**src/design/poe_select_pkg.sv**
```systemverilog
package poe_select_pkg;
	// select byte field layout
	localparam int SEL_MSB      = 6;
	localparam int SEL_LSB      = 3;
	localparam int PORT_MSB     = 1;
	localparam int PORT_LSB     = 0;
	localparam logic [7:0] PTR_RESET = 8'h00;
	// register selector codes
	localparam logic [3:0] SEL_SHARED_STATUS = 4'h0;
	localparam logic [3:0] SEL_SHARED_CTRL   = 4'h1;
	localparam logic [3:0] SEL_PORT_CTRL1    = 4'h2;
	localparam logic [3:0] SEL_PORT_CTRL2    = 4'h3;
	localparam logic [3:0] SEL_PORT_STAT1    = 4'h4;
	localparam logic [3:0] SEL_PORT_STAT2    = 4'h5;
	localparam logic [3:0] SEL_RES_LO        = 4'h6;
	localparam logic [3:0] SEL_TEMP_HI       = 4'hD;
	localparam logic [3:0] SEL_UNUSED        = 4'hE;
	localparam logic [3:0] SEL_TEST          = 4'hF;
	// number of converter result bytes per port
	localparam int RESULT_BYTES = 8;
	localparam int NUM_PORTS    = 4;
endpackage

```
**src/design/poe_select_decode.sv**
```systemverilog
`timescale 1ns/1ps
// combinational decode of the latched selector
module poe_select_decode (
	// selection
	input  wire logic [3:0] sel_in,
	input  wire logic [1:0] port_in,
	// decoded strobes
	output logic            shared_ctrl_out,
	output logic            test_out,
	output logic [3:0]      port_ctrl1_out,
	output logic [3:0]      port_ctrl2_out,
	output logic            result_out,
	output logic [2:0]      result_idx_out
);
	wire logic [3:0] port_onehot;
	assign port_onehot = 4'h1 << port_in;
	// shared targets ignore the port field
	assign shared_ctrl_out =
		(sel_in == poe_select_pkg::SEL_SHARED_CTRL);
	assign test_out =
		(sel_in == poe_select_pkg::SEL_TEST);
	// per-port targets reach one port only
	assign port_ctrl1_out = (sel_in == poe_select_pkg::SEL_PORT_CTRL1) ?
		port_onehot : 4'h0;
	assign port_ctrl2_out = (sel_in == poe_select_pkg::SEL_PORT_CTRL2) ?
		port_onehot : 4'h0;
	assign result_out = (sel_in >= poe_select_pkg::SEL_RES_LO) &&
		(sel_in <= poe_select_pkg::SEL_TEMP_HI);
	assign result_idx_out = 3'(sel_in - poe_select_pkg::SEL_RES_LO);
endmodule

```
**src/design/poe_port_register_select_map.sv**
```systemverilog
`timescale 1ns/1ps
// Behaviour
// - selector bits D6..D3 reset to zero and code 0000 reads the shared status.
// - code 0001 reaches the shared control write register.
// - codes 0010 and 0011 reach the two per-port control write registers.
// - codes 0100 and 0101 return the two per-port status bytes.
// - codes 0110..1101 return result pairs, low byte then high byte.
// - code 1110 reaches nothing and code 1111 reaches the shared test register.
// - bits D1..D0 pick port one to four and reset to zero.
// - status bits 7..4 show the fault flags of ports four down to one.
// - status bits 3..2 show the revision and bits 1..0 the chip identity.
// - a fault flag reads one when its port has a fault, else zero.
// - the select byte is latched on the rising edge after its eighth bit.
// - shared writes hit all ports, per-port writes only the chosen port.
module poe_port_register_select_map #(
	parameter logic [1:0] CHIP_REV = 2'h0, // arbitrary value
	parameter logic [1:0] CHIP_ID  = 2'h0  // arbitrary value
) (
	// clock and reset (serial clock rising edge domain)
	input  wire logic       clk_in,
	input  wire logic       rstn_in,
	// byte stream from the serial front end
	input  wire logic       sel_stb_in,
	input  wire logic [7:0] sel_byte_in,
	input  wire logic       wr_stb_in,
	input  wire logic [7:0] wr_data_in,
	// state fed by the port engines
	input  wire logic [3:0] port_fault_in,
	input  wire logic [31:0] port_stat1_in,
	input  wire logic [31:0] port_stat2_in,
	input  wire logic [255:0] result_in,
	// read data and selection
	output logic [7:0]      rd_data_out,
	output logic [7:0]      sel_byte_out,
	// write strobes and data
	output logic            shared_ctrl_we_out,
	output logic            test_we_out,
	output logic [3:0]      port_ctrl1_we_out,
	output logic [3:0]      port_ctrl2_we_out,
	output logic [7:0]      wr_data_out
);
	// widths and field positions
	localparam int BYTE_W    = $bits(sel_byte_in);
	localparam int PORTS     = poe_select_pkg::NUM_PORTS;
	localparam int RES_BYTES = poe_select_pkg::RESULT_BYTES;
	localparam int RES_W     = BYTE_W * RES_BYTES;
	localparam int SEL_HI    = poe_select_pkg::SEL_MSB;
	localparam int SEL_LO    = poe_select_pkg::SEL_LSB;
	localparam int PORT_HI   = poe_select_pkg::PORT_MSB;
	localparam int PORT_LO   = poe_select_pkg::PORT_LSB;
	localparam int SEL_W     = SEL_HI - SEL_LO + 1;
	localparam int PORT_W    = PORT_HI - PORT_LO + 1;

	// refuse geometries that the fixed ports cannot carry
	if (SEL_W != $bits(poe_select_pkg::SEL_TEST)) begin : g_bad_sel
		$error("selector field must be four bits wide");
	end
	if ((1 << PORT_W) != PORTS) begin : g_bad_port
		$error("port field must reach every port exactly");
	end
	if (PORTS * BYTE_W != $bits(port_stat1_in)) begin : g_bad_stat
		$error("status inputs must carry one byte per port");
	end
	if (PORTS * RES_W != $bits(result_in)) begin : g_bad_res
		$error("result input must carry one word per port");
	end
	if (SEL_HI >= BYTE_W || PORT_LO < 0) begin : g_bad_pos
		$error("select fields must lie inside the byte");
	end

	// latched selection
	logic [3:0]             sel_reg;
	logic [1:0]             port_reg;
	// fault flags after two flip-flops
	logic [3:0]             fault_meta_reg;
	logic [3:0]             fault_reg;
	// fields of the incoming select byte
	wire logic [3:0]        sel_next;
	wire logic [1:0]        port_next;
	// decoder results
	wire logic              dec_shared;
	wire logic              dec_test;
	wire logic [3:0]        dec_c1;
	wire logic [3:0]        dec_c2;
	wire logic              dec_res;
	wire logic [2:0]        dec_idx;
	// per-port byte lanes
	wire logic [7:0]        stat1_lane [PORTS];
	wire logic [7:0]        stat2_lane [PORTS];
	wire logic [RES_W-1:0]  res_word [PORTS];
	wire logic [RES_W-1:0]  res_sel_word;
	wire logic [7:0]        res_lane [RES_BYTES];
	// read side
	wire logic              hit_status;
	wire logic              hit_stat1;
	wire logic              hit_stat2;
	wire logic [7:0]        status_byte;
	wire logic [7:0]        stat1_byte;
	wire logic [7:0]        stat2_byte;
	wire logic [7:0]        res_byte;
	wire logic [7:0]        rd_next;
	wire logic [7:0]        ptr_readback;
	// write side
	wire logic              shared_we_next;
	wire logic              test_we_next;
	wire logic [3:0]        c1_we_next;
	wire logic [3:0]        c2_we_next;

	// selector decode
	poe_select_decode u_dec (
		.sel_in          (sel_reg),
		.port_in         (port_reg),
		.shared_ctrl_out (dec_shared),
		.test_out        (dec_test),
		.port_ctrl1_out  (dec_c1),
		.port_ctrl2_out  (dec_c2),
		.result_out      (dec_res),
		.result_idx_out  (dec_idx)
	);

	// fields of the select byte; D7 and D2 fall away here
	assign sel_next  = sel_byte_in[SEL_HI:SEL_LO];
	assign port_next = sel_byte_in[PORT_HI:PORT_LO];

	// latch pointer when the eighth bit has been taken
	always_ff @(posedge clk_in) begin
		if (!rstn_in) begin
			sel_reg  <= poe_select_pkg::PTR_RESET[SEL_HI:SEL_LO];
			port_reg <= poe_select_pkg::PTR_RESET[PORT_HI:PORT_LO];
		end else if (sel_stb_in) begin
			sel_reg  <= sel_next;
			port_reg <= port_next;
		end
	end

	// first stage of the fault synchroniser
	always_ff @(posedge clk_in) begin
		if (!rstn_in) begin
			fault_meta_reg <= 4'h0;
		end else begin
			fault_meta_reg <= port_fault_in;
		end
	end

	// second stage; only this flop reads the first
	always_ff @(posedge clk_in) begin
		if (!rstn_in) begin
			fault_reg <= 4'h0;
		end else begin
			fault_reg <= fault_meta_reg;
		end
	end

	// shared status: faults port4..1, revision, identity
	assign status_byte = {fault_reg, CHIP_REV, CHIP_ID};

	// two status lanes and one result word per port
	for (genvar p = 0; p < PORTS; p++) begin : g_port
		assign stat1_lane[p] = port_stat1_in[p*BYTE_W +: BYTE_W];
		assign stat2_lane[p] = port_stat2_in[p*BYTE_W +: BYTE_W];
		assign res_word[p]   = result_in[p*RES_W +: RES_W];
	end

	// result word of the chosen port, cut into bytes
	assign res_sel_word = res_word[port_reg];
	for (genvar b = 0; b < RES_BYTES; b++) begin : g_res
		assign res_lane[b] = res_sel_word[b*BYTE_W +: BYTE_W];
	end

	// read target decode
	assign hit_status =
		(sel_reg == poe_select_pkg::SEL_SHARED_STATUS);
	assign hit_stat1 =
		(sel_reg == poe_select_pkg::SEL_PORT_STAT1);
	assign hit_stat2 =
		(sel_reg == poe_select_pkg::SEL_PORT_STAT2);

	// byte of the chosen port for each read target
	assign stat1_byte = stat1_lane[port_reg];
	assign stat2_byte = stat2_lane[port_reg];
	assign res_byte   = res_lane[dec_idx];

	// read mux; write-only and unused codes read zero
	assign rd_next =
		hit_status ? status_byte :
		hit_stat1  ? stat1_byte :
		hit_stat2  ? stat2_byte :
		dec_res    ? res_byte :
		8'h00;

	// pointer readback with the spare bits held low
	assign ptr_readback = {1'b0, sel_reg, 1'b0, port_reg};

	// write strobes: shared ones once, per-port ones per lane
	assign shared_we_next = wr_stb_in & dec_shared;
	assign test_we_next   = wr_stb_in & dec_test;
	for (genvar p = 0; p < PORTS; p++) begin : g_we
		assign c1_we_next[p] = wr_stb_in & dec_c1[p];
		assign c2_we_next[p] = wr_stb_in & dec_c2[p];
	end

	// registered read byte
	always_ff @(posedge clk_in) begin
		if (!rstn_in) begin
			rd_data_out <= 8'h00;
		end else begin
			rd_data_out <= rd_next;
		end
	end

	// registered pointer readback
	always_ff @(posedge clk_in) begin
		if (!rstn_in) begin
			sel_byte_out <= 8'h00;
		end else begin
			sel_byte_out <= ptr_readback;
		end
	end

	// registered write strobes and data
	always_ff @(posedge clk_in) begin
		if (!rstn_in) begin
			shared_ctrl_we_out <= 1'b0;
			test_we_out        <= 1'b0;
			port_ctrl1_we_out  <= 4'h0;
			port_ctrl2_we_out  <= 4'h0;
			wr_data_out        <= 8'h00;
		end else begin
			shared_ctrl_we_out <= shared_we_next;
			test_we_out        <= test_we_next;
			port_ctrl1_we_out  <= c1_we_next;
			port_ctrl2_we_out  <= c2_we_next;
			wr_data_out        <= wr_data_in;
		end
	end
endmodule

```
**config.mk**
```make
export PLATFORM = sky130hd
export DESIGN_NAME = poe_port_register_select_map
export DESIGN_NICKNAME = d
export VERILOG_FILES = /design/src/design/poe_select_pkg.sv /design/src/design/poe_select_decode.sv /design/src/design/poe_port_register_select_map.sv
export SDC_FILE = /design/constraint.sdc
export NUM_CORES = 1
export LEC_CHECK = 0
export BUFFER_PORTS_ARGS = -buffer_cell sky130_fd_sc_hd__buf_2
export CAP_MARGIN = 20
export CORE_AREA = 5 5 143 145
export CTS_CLUSTER_SIZE = 8
export DETAILED_ROUTE_END_ITERATION = 16
export DIE_AREA = 0 0 148 150
export SLEW_MARGIN = 25
export SYNTH_ARGS = -nofsm -noshare
export SYNTH_HDL_FRONTEND = slang
export SYNTH_SLANG_ARGS = --single-unit
export TNS_END_PERCENT = 20
```
**constraint.sdc**
```tcl
create_clock -name clk_in -period 1.75 [get_ports clk_in]
set_input_delay 0.0875 -clock clk_in [delete_from_list [all_inputs] [get_ports clk_in]]
set_output_delay 0.0875 -clock clk_in [all_outputs]
set_load 0.05 [all_outputs]
```
Yosys cells after proc, flatten, opt, wreduce, memory -nomap -nowiden
Index checks and enable logic that the tools add are counted.

Multiplexer cells: 18. Add/sub/neg operators: 1. Multiply operators: 0. Shift operators: 1. Bitwise operators: 13. Reductions and logical operators: 3. Divide/modulo/power cells: 0. Order comparisons: 4. Equality and inequality tests: 6.

Operators by type and width (count): binary-select mux 64 bit (select 2 bit) (1); 2-to-1 mux 64 bit (2); 2-to-1 mux 8 bit (10); binary-select mux 8 bit (select 2 bit) (2); binary-select mux 8 bit (select 3 bit) (1); bitwise AND 1 bit (10); equality test 4 x 2 -> 1 bit (second input constant) (2); equality test 4 x 3 -> 1 bit (second input constant) (2); 2-to-1 mux 4 bit (2); equality test 4 x 1 -> 1 bit (second input constant) (1); equality test 4 bit (second input constant) (1); >= comparator 4 x 3 -> 1 bit (second input constant) (1); >= comparator 4 bit (second input constant) (1); <= comparator 4 bit (second input constant) (1); logical NOT 4 bit (1); inverter 3 -> 4 bit (1); << shifter 1 x 2 -> 4 bit (first input constant) (1); >= comparator 3 bit (second input constant) (1); inverter 2 -> 3 bit (1); subtractor 3 bit (second input constant) (1); OR reduction 2 bit (1); logical AND 1 bit (1); inverter 1 bit (1).

Input bits: 344. RAM bits: 0. Latch bits: 0. Register bits after elaboration: 48. Memories kept: 0. Word-level logic and storage cells: 59. Memory bits (read-only): 0. Output and inout bits: 34.

Depth between registers and ports, before layout
Word-level depth: 11. Depth in mapped cells: 8.

By module
A second synthesis with hierarchy kept.

Cells, all modules: 378. Area, all modules: 4279.1 um2.

By module, submodules not included: poe_port_register_select_map (times used 1, cells each 356, area an instance 4154.0 um2); poe_select_decode (times used 1, cells each 22, area an instance 125.1 um2).

Worst setup path after synthesis
Ideal clock, no wire load.

Path kind: register to register. From: register port_reg[0]. To: register rd_data_out[0]. Data arrival time: 1739 ps. Clock period less this slack: 1861 ps. Setup time: 122 ps. Cell stages (with the launch flop): 9. Setup slack: -111 ps. Buffers on the path: 3. Path through: dfxtp_1 -> buf_4 -> buf_6 -> buf_2 -> mux4_2 -> mux2i_1 -> o22ai_1 -> nand2_1 -> o21ai_0.

Longest elaborated chain between the ends: 10. Elaborated cells on any way between the ends: 16. Those cells by class: 15 x mux; 1 x bitwise.

Ends and longest elaborated chain: start: declaration (RTL line poe_port_register_select_map.sv:73) `logic [1:0] port_reg;`; start signal: assignment (RTL line poe_port_register_select_map.sv:129) `port_reg <= poe_select_pkg::PTR_RESET[PORT_HI:PORT_LO];`; start signal: assignment (RTL line poe_port_register_select_map.sv:132) `port_reg <= port_next;`; inverter 2 -> 3 bit (not written as such) (*) (RTL line poe_port_register_select_map.sv:165, poe_port_register_select_map.sv:179, poe_port_register_select_map.sv:180); binary-select mux 64 bit (select 2 bit) (RTL line poe_port_register_select_map.sv:165) `assign res_sel_word = res_word[port_reg];`; 2-to-1 mux 64 bit (not written as such) (2 in a row) (RTL line poe_port_register_select_map.sv:165); binary-select mux 8 bit (select 3 bit) (RTL line poe_port_register_select_map.sv:181) `assign res_byte = res_lane[dec_idx];`; 2-to-1 mux 8 bit (not written as such) (2 in a row) (RTL line poe_port_register_select_map.sv:181); 2-to-1 mux 8 bit (RTL line poe_port_register_select_map.sv:188) `dec_res ? res_byte :`; 2-to-1 mux 8 bit (RTL line poe_port_register_select_map.sv:187) `hit_stat2 ? stat2_byte :`; 2-to-1 mux 8 bit (*) (RTL line poe_port_register_select_map.sv:186) `hit_stat1 ? stat1_byte :`; end signal: assignment (RTL line poe_port_register_select_map.sv:207) `rd_data_out <= rd_next;`; end: declaration (RTL line poe_port_register_select_map.sv:33) `output logic [7:0] rd_data_out,`.

Mark *: on every way between the ends. The rest lies on a longest branch, timed or not. The select of a mux whose other input is x is not followed. A chain may end at the register's enable or synchronous reset.

Final worst setup path
From: register port_reg[0]. To: register rd_data_out[4].

Longest elaborated chain between the ends: 11. Elaborated cells on any way between the ends: 17. Those cells by class: 16 x mux; 1 x bitwise.

Ends and longest elaborated chain: inverter 2 -> 3 bit (not written as such) (*) (RTL line poe_port_register_select_map.sv:165, poe_port_register_select_map.sv:179, poe_port_register_select_map.sv:180); binary-select mux 64 bit (select 2 bit) (RTL line poe_port_register_select_map.sv:165); 2-to-1 mux 64 bit (not written as such) (2 in a row) (RTL line poe_port_register_select_map.sv:165); binary-select mux 8 bit (select 3 bit) (RTL line poe_port_register_select_map.sv:181); 2-to-1 mux 8 bit (not written as such) (2 in a row) (RTL line poe_port_register_select_map.sv:181); 2-to-1 mux 8 bit (RTL line poe_port_register_select_map.sv:188); 2-to-1 mux 8 bit (RTL line poe_port_register_select_map.sv:187); 2-to-1 mux 8 bit (*) (RTL line poe_port_register_select_map.sv:186); 2-to-1 mux 8 bit (*) (RTL line poe_port_register_select_map.sv:185) `hit_status ? status_byte :`.

Marked as above.

==> flow_summary.yaml <==
clocking:
  htree_levels: 2
  cts.clk_slew.worst_paths_ns: 0.06
  cts_hold_buffers: 0
  cts-root-buf: "clkbuf_16"
  numCtsBuffers: 5
  clk_latency_ns: 0.29
  clk_path_buf_depth: 2
  cts_sinks: 46
  cts_tree: "done"
cells_and_area:
  biggestRegsByFlops: "rd_data_out x8, wr_data_out x8, sel_byte_out x6"
  finalNetCount: 1066
  fill_cells: 1921
  drive_gt1_share_pct: 74.6
  areaGrowthSynthToFinish_pct: 72.3
global_routing:
  grt_max_degree: 30
  grt_pass1_wl_um: 29900
  grt_overflow: 0
  grt_usage_pct: 17.9
  antenna_found_initial: 2
  grt_pass1_vias: 4959
place:
  hpwl_um: 18300
  portBuffers: 373
  pre_cts_ws_ns: -0.264
  place_congestion: 0.842
routing:
  drt-pass1-iter-count: 4
  vias_per_cell: 4.77
  wire_per_inst_um: 22.0
  drtIter0Drc: 328
  drc: 0
  wirelength_um: 21100
  vias: 4588
  drtAntennaViolNets: 0
floorplan:
  ios: 378
  coreArea_sq_um: 19100
  start_util_pct: 20.8
  row_count: 51
  die-area_sq_um: 22200
  die_w_um: 148
  die_h_um: 150
yosys:
  yosysUniqueCellTypes: 34
  yosysSeqAreaShare_pct: 23.2
  syn_area_sq_um: 3960
  synth_area_per_cell_sq_um: 12.4
  yosysWarnings: 0
  synthCells: 319
  synth.ff_latch_count: 46
timing:
  tns_ns: -1.20
  slew_violations: 0
  final-hold-violation-count: 0
  setup_slack_ns: -0.175
  rsz0062_at_grt: "true"
  period_minus_slack_ns: 1.93
  finClkSkew_ns: 0.00697
  fin_crit_sh_pct: 110
  max_freq_ghz: 0.519
  hold_ws_ns: 0.00333
  finalSetupViolations: 8
worst_setup_path:
  cp_data_required_time_ns: 1.92
  path_cells: "buf_6 -> buf_12 -> mux4_2 -> a221oi_2 -> o21ai_1 -> a222oi_1 -> nor2b_1"
  slowest_stage: "mux4_2"
  end_kind: "flip-flop"
  worstSetupStartpointType: "flip-flop"
  critical_path.max_stage_delay_ns: 0.51
  critical_path.top_delay_family: "compound AO/OA/AOI/OAI gates"
  path_buf_inv: 2
  worstSetupPathType: "reg2reg"
  path_max_fanout: 6
  arrival_ns: 2.10
pwr:
  p_leak_nw: 3.13
  vdd_drop_max_mv: 0.350
  p_per_area_nw_per_um2: 547
run_status:
  violations: "negative setup slack"
  outcome: "finished with violations"
job:
  maxCapViolations: 0
min_path:
  hp-class: "in2reg"
[layout by cell type (no fill, tap or decap), types with 3 or more instances in the layout]
cell type / netlist / routed
clkbuf_16: 0 / 5
nor2b_1: 12 / 11
buf_12: 0 / 11
or3b_2: 3 / 3
a222oi_1: 3 / 3
nand3b_1: 3 / 3
buf_6: 5 / 4
nand2b_1: 8 / 8
buf_2: 11 / 373
dfxtp_1: 46 / 41
a21oi_1: 5 / 5
mux2i_1: 21 / 18
nand2_1: 14 / 14
nor2_1: 11 / 11
mux4_2: 80 / 80
buf_4: 5 / 37
mux2i_2: 0 / 3
o221ai_1: 4 / 3
o21ai_0: 6 / 3
nand3_1: 4 / 4
dfxtp_2: 0 / 3
o22ai_1: 16 / 14
o21ai_1: 7 / 10
a221oi_2: 0 / 4
and2_1: 22 / 22
[final cells by class]
cell class	instances	area (sq um)	share of cell area [%]
Sequential cell	46	932	13.7
Clock inverter	2	36.3	0.531
Tap cell	238	298	4.36
Clock buffer	6	129	1.89
Inverter	1	3.75	0.0550
Multi-Input combinational cell	239	2910	42.7
Antenna cell	1	2.50	0.0367
Timing Repair Buffer	429	2510	36.8
[report_power, final]
part	internal [mW]	total (mW)	leakage, nW	switching (mW)
Combinational	0.864	1.52	2.66	0.654
Sequential	1.09	1.13	0.380	0.0389
Clock	0.676	1.08	0.0814	0.407
Total	2.63	3.73	3.13	1.10
[metal layers]
| layer | share of wire (%) | vias up | track usage (%) | wire (um) |
|---|---|---|---|---|
| li1 | - | 2105 | - | - |
| met1 | 42 | 2224 | 24.5 | 8860 |
| met2 | 50 | 247 | 30.4 | 10700 |
| met3 | 7.2 | 10 | 3.33 | 1520 |
| met4 | 0.30 | 2 | 2.36 | 63 |
| met5 | 0.095 | - | 0 | 20 |
[cells in the mapped netlist]
library cell	number	area [sq um]
and3_1	1	6.26
nand4b_1	1	8.76
nor3b_1	1	7.51
buf_2	11	55.1
a21oi_1	5	25.0
mux4_2	80	1800
nand2b_1	8	50.1
mux2i_1	21	210
or2_2	1	6.26
o21ai_1	7	35.0
nor2_1	11	41.3
conb_1	1	3.75
o22ai_1	16	100
or3_1	1	6.26
o21ai_0	6	30.0
a222oi_1	3	30.0
buf_6	5	56.3
o221ai_1	4	35.0
nor2b_1	12	75.1
or3b_2	3	26.3
nor4_1	1	6.26
mux2_2	3	33.8
inv_1	1	3.75
nand3_1	4	20.0
nor3_1	2	10.0
buf_4	5	37.5
clkbuf_1	13	48.8
and3b_1	2	17.5
a21boi_0	1	7.51
nand2_1	14	52.6
and2_1	22	138
a221oi_1	4	35.0
dfxtp_1	46	921
nand3b_1	3	22.5
[logic make-up after synthesis]
kind of cell	after synthesis	synth area share [%]
AND/OR/NAND/NOR	87	12.5
multiplexers	104	51.6
flip-flops	46	23.2
buffers and inverters	35	5.08
AO/OA/AOI/OAI	46	7.51
other	1	0.0946
[what timing repair did]
item,CTS,global route
gates resized for setup,22,5
pin swaps,6,5
endpoints found under the setup margin,10,9
cloned,4,0
buffers inserted,12,0
[worst paths after layout]
path / start / endpoint / slack (ns) / depth (start not counted)
worst max register to register: port_reg[0] / rd_data_out[4] / -0.18 / 7
worst min-delay path: port_fault_in[3] / fault_meta_reg[3] / 0.003 / 2
worst max-delay path: port_reg[0] / rd_data_out[4] / -0.18 / 7
worst min register to register: fault_meta_reg[3] / fault_reg[3] / 0.44 / 1
[metrics by stage]
step           std cells  util (%)  instance area (sq um)  power [mW]
5_1_grt              962      35.8                   6830        3.92
6_report             962      35.8                   6830        3.73
2_1_floorplan        320         -                   4010        1.92
4_1_cts              962      35.8                   6840        3.78
3_5_place_dp         938      33.3                   6360        2.58
3_3_place_gp         938      33.3                   6360        2.57
Note: power is estimated with default switching activity, not from simulation.
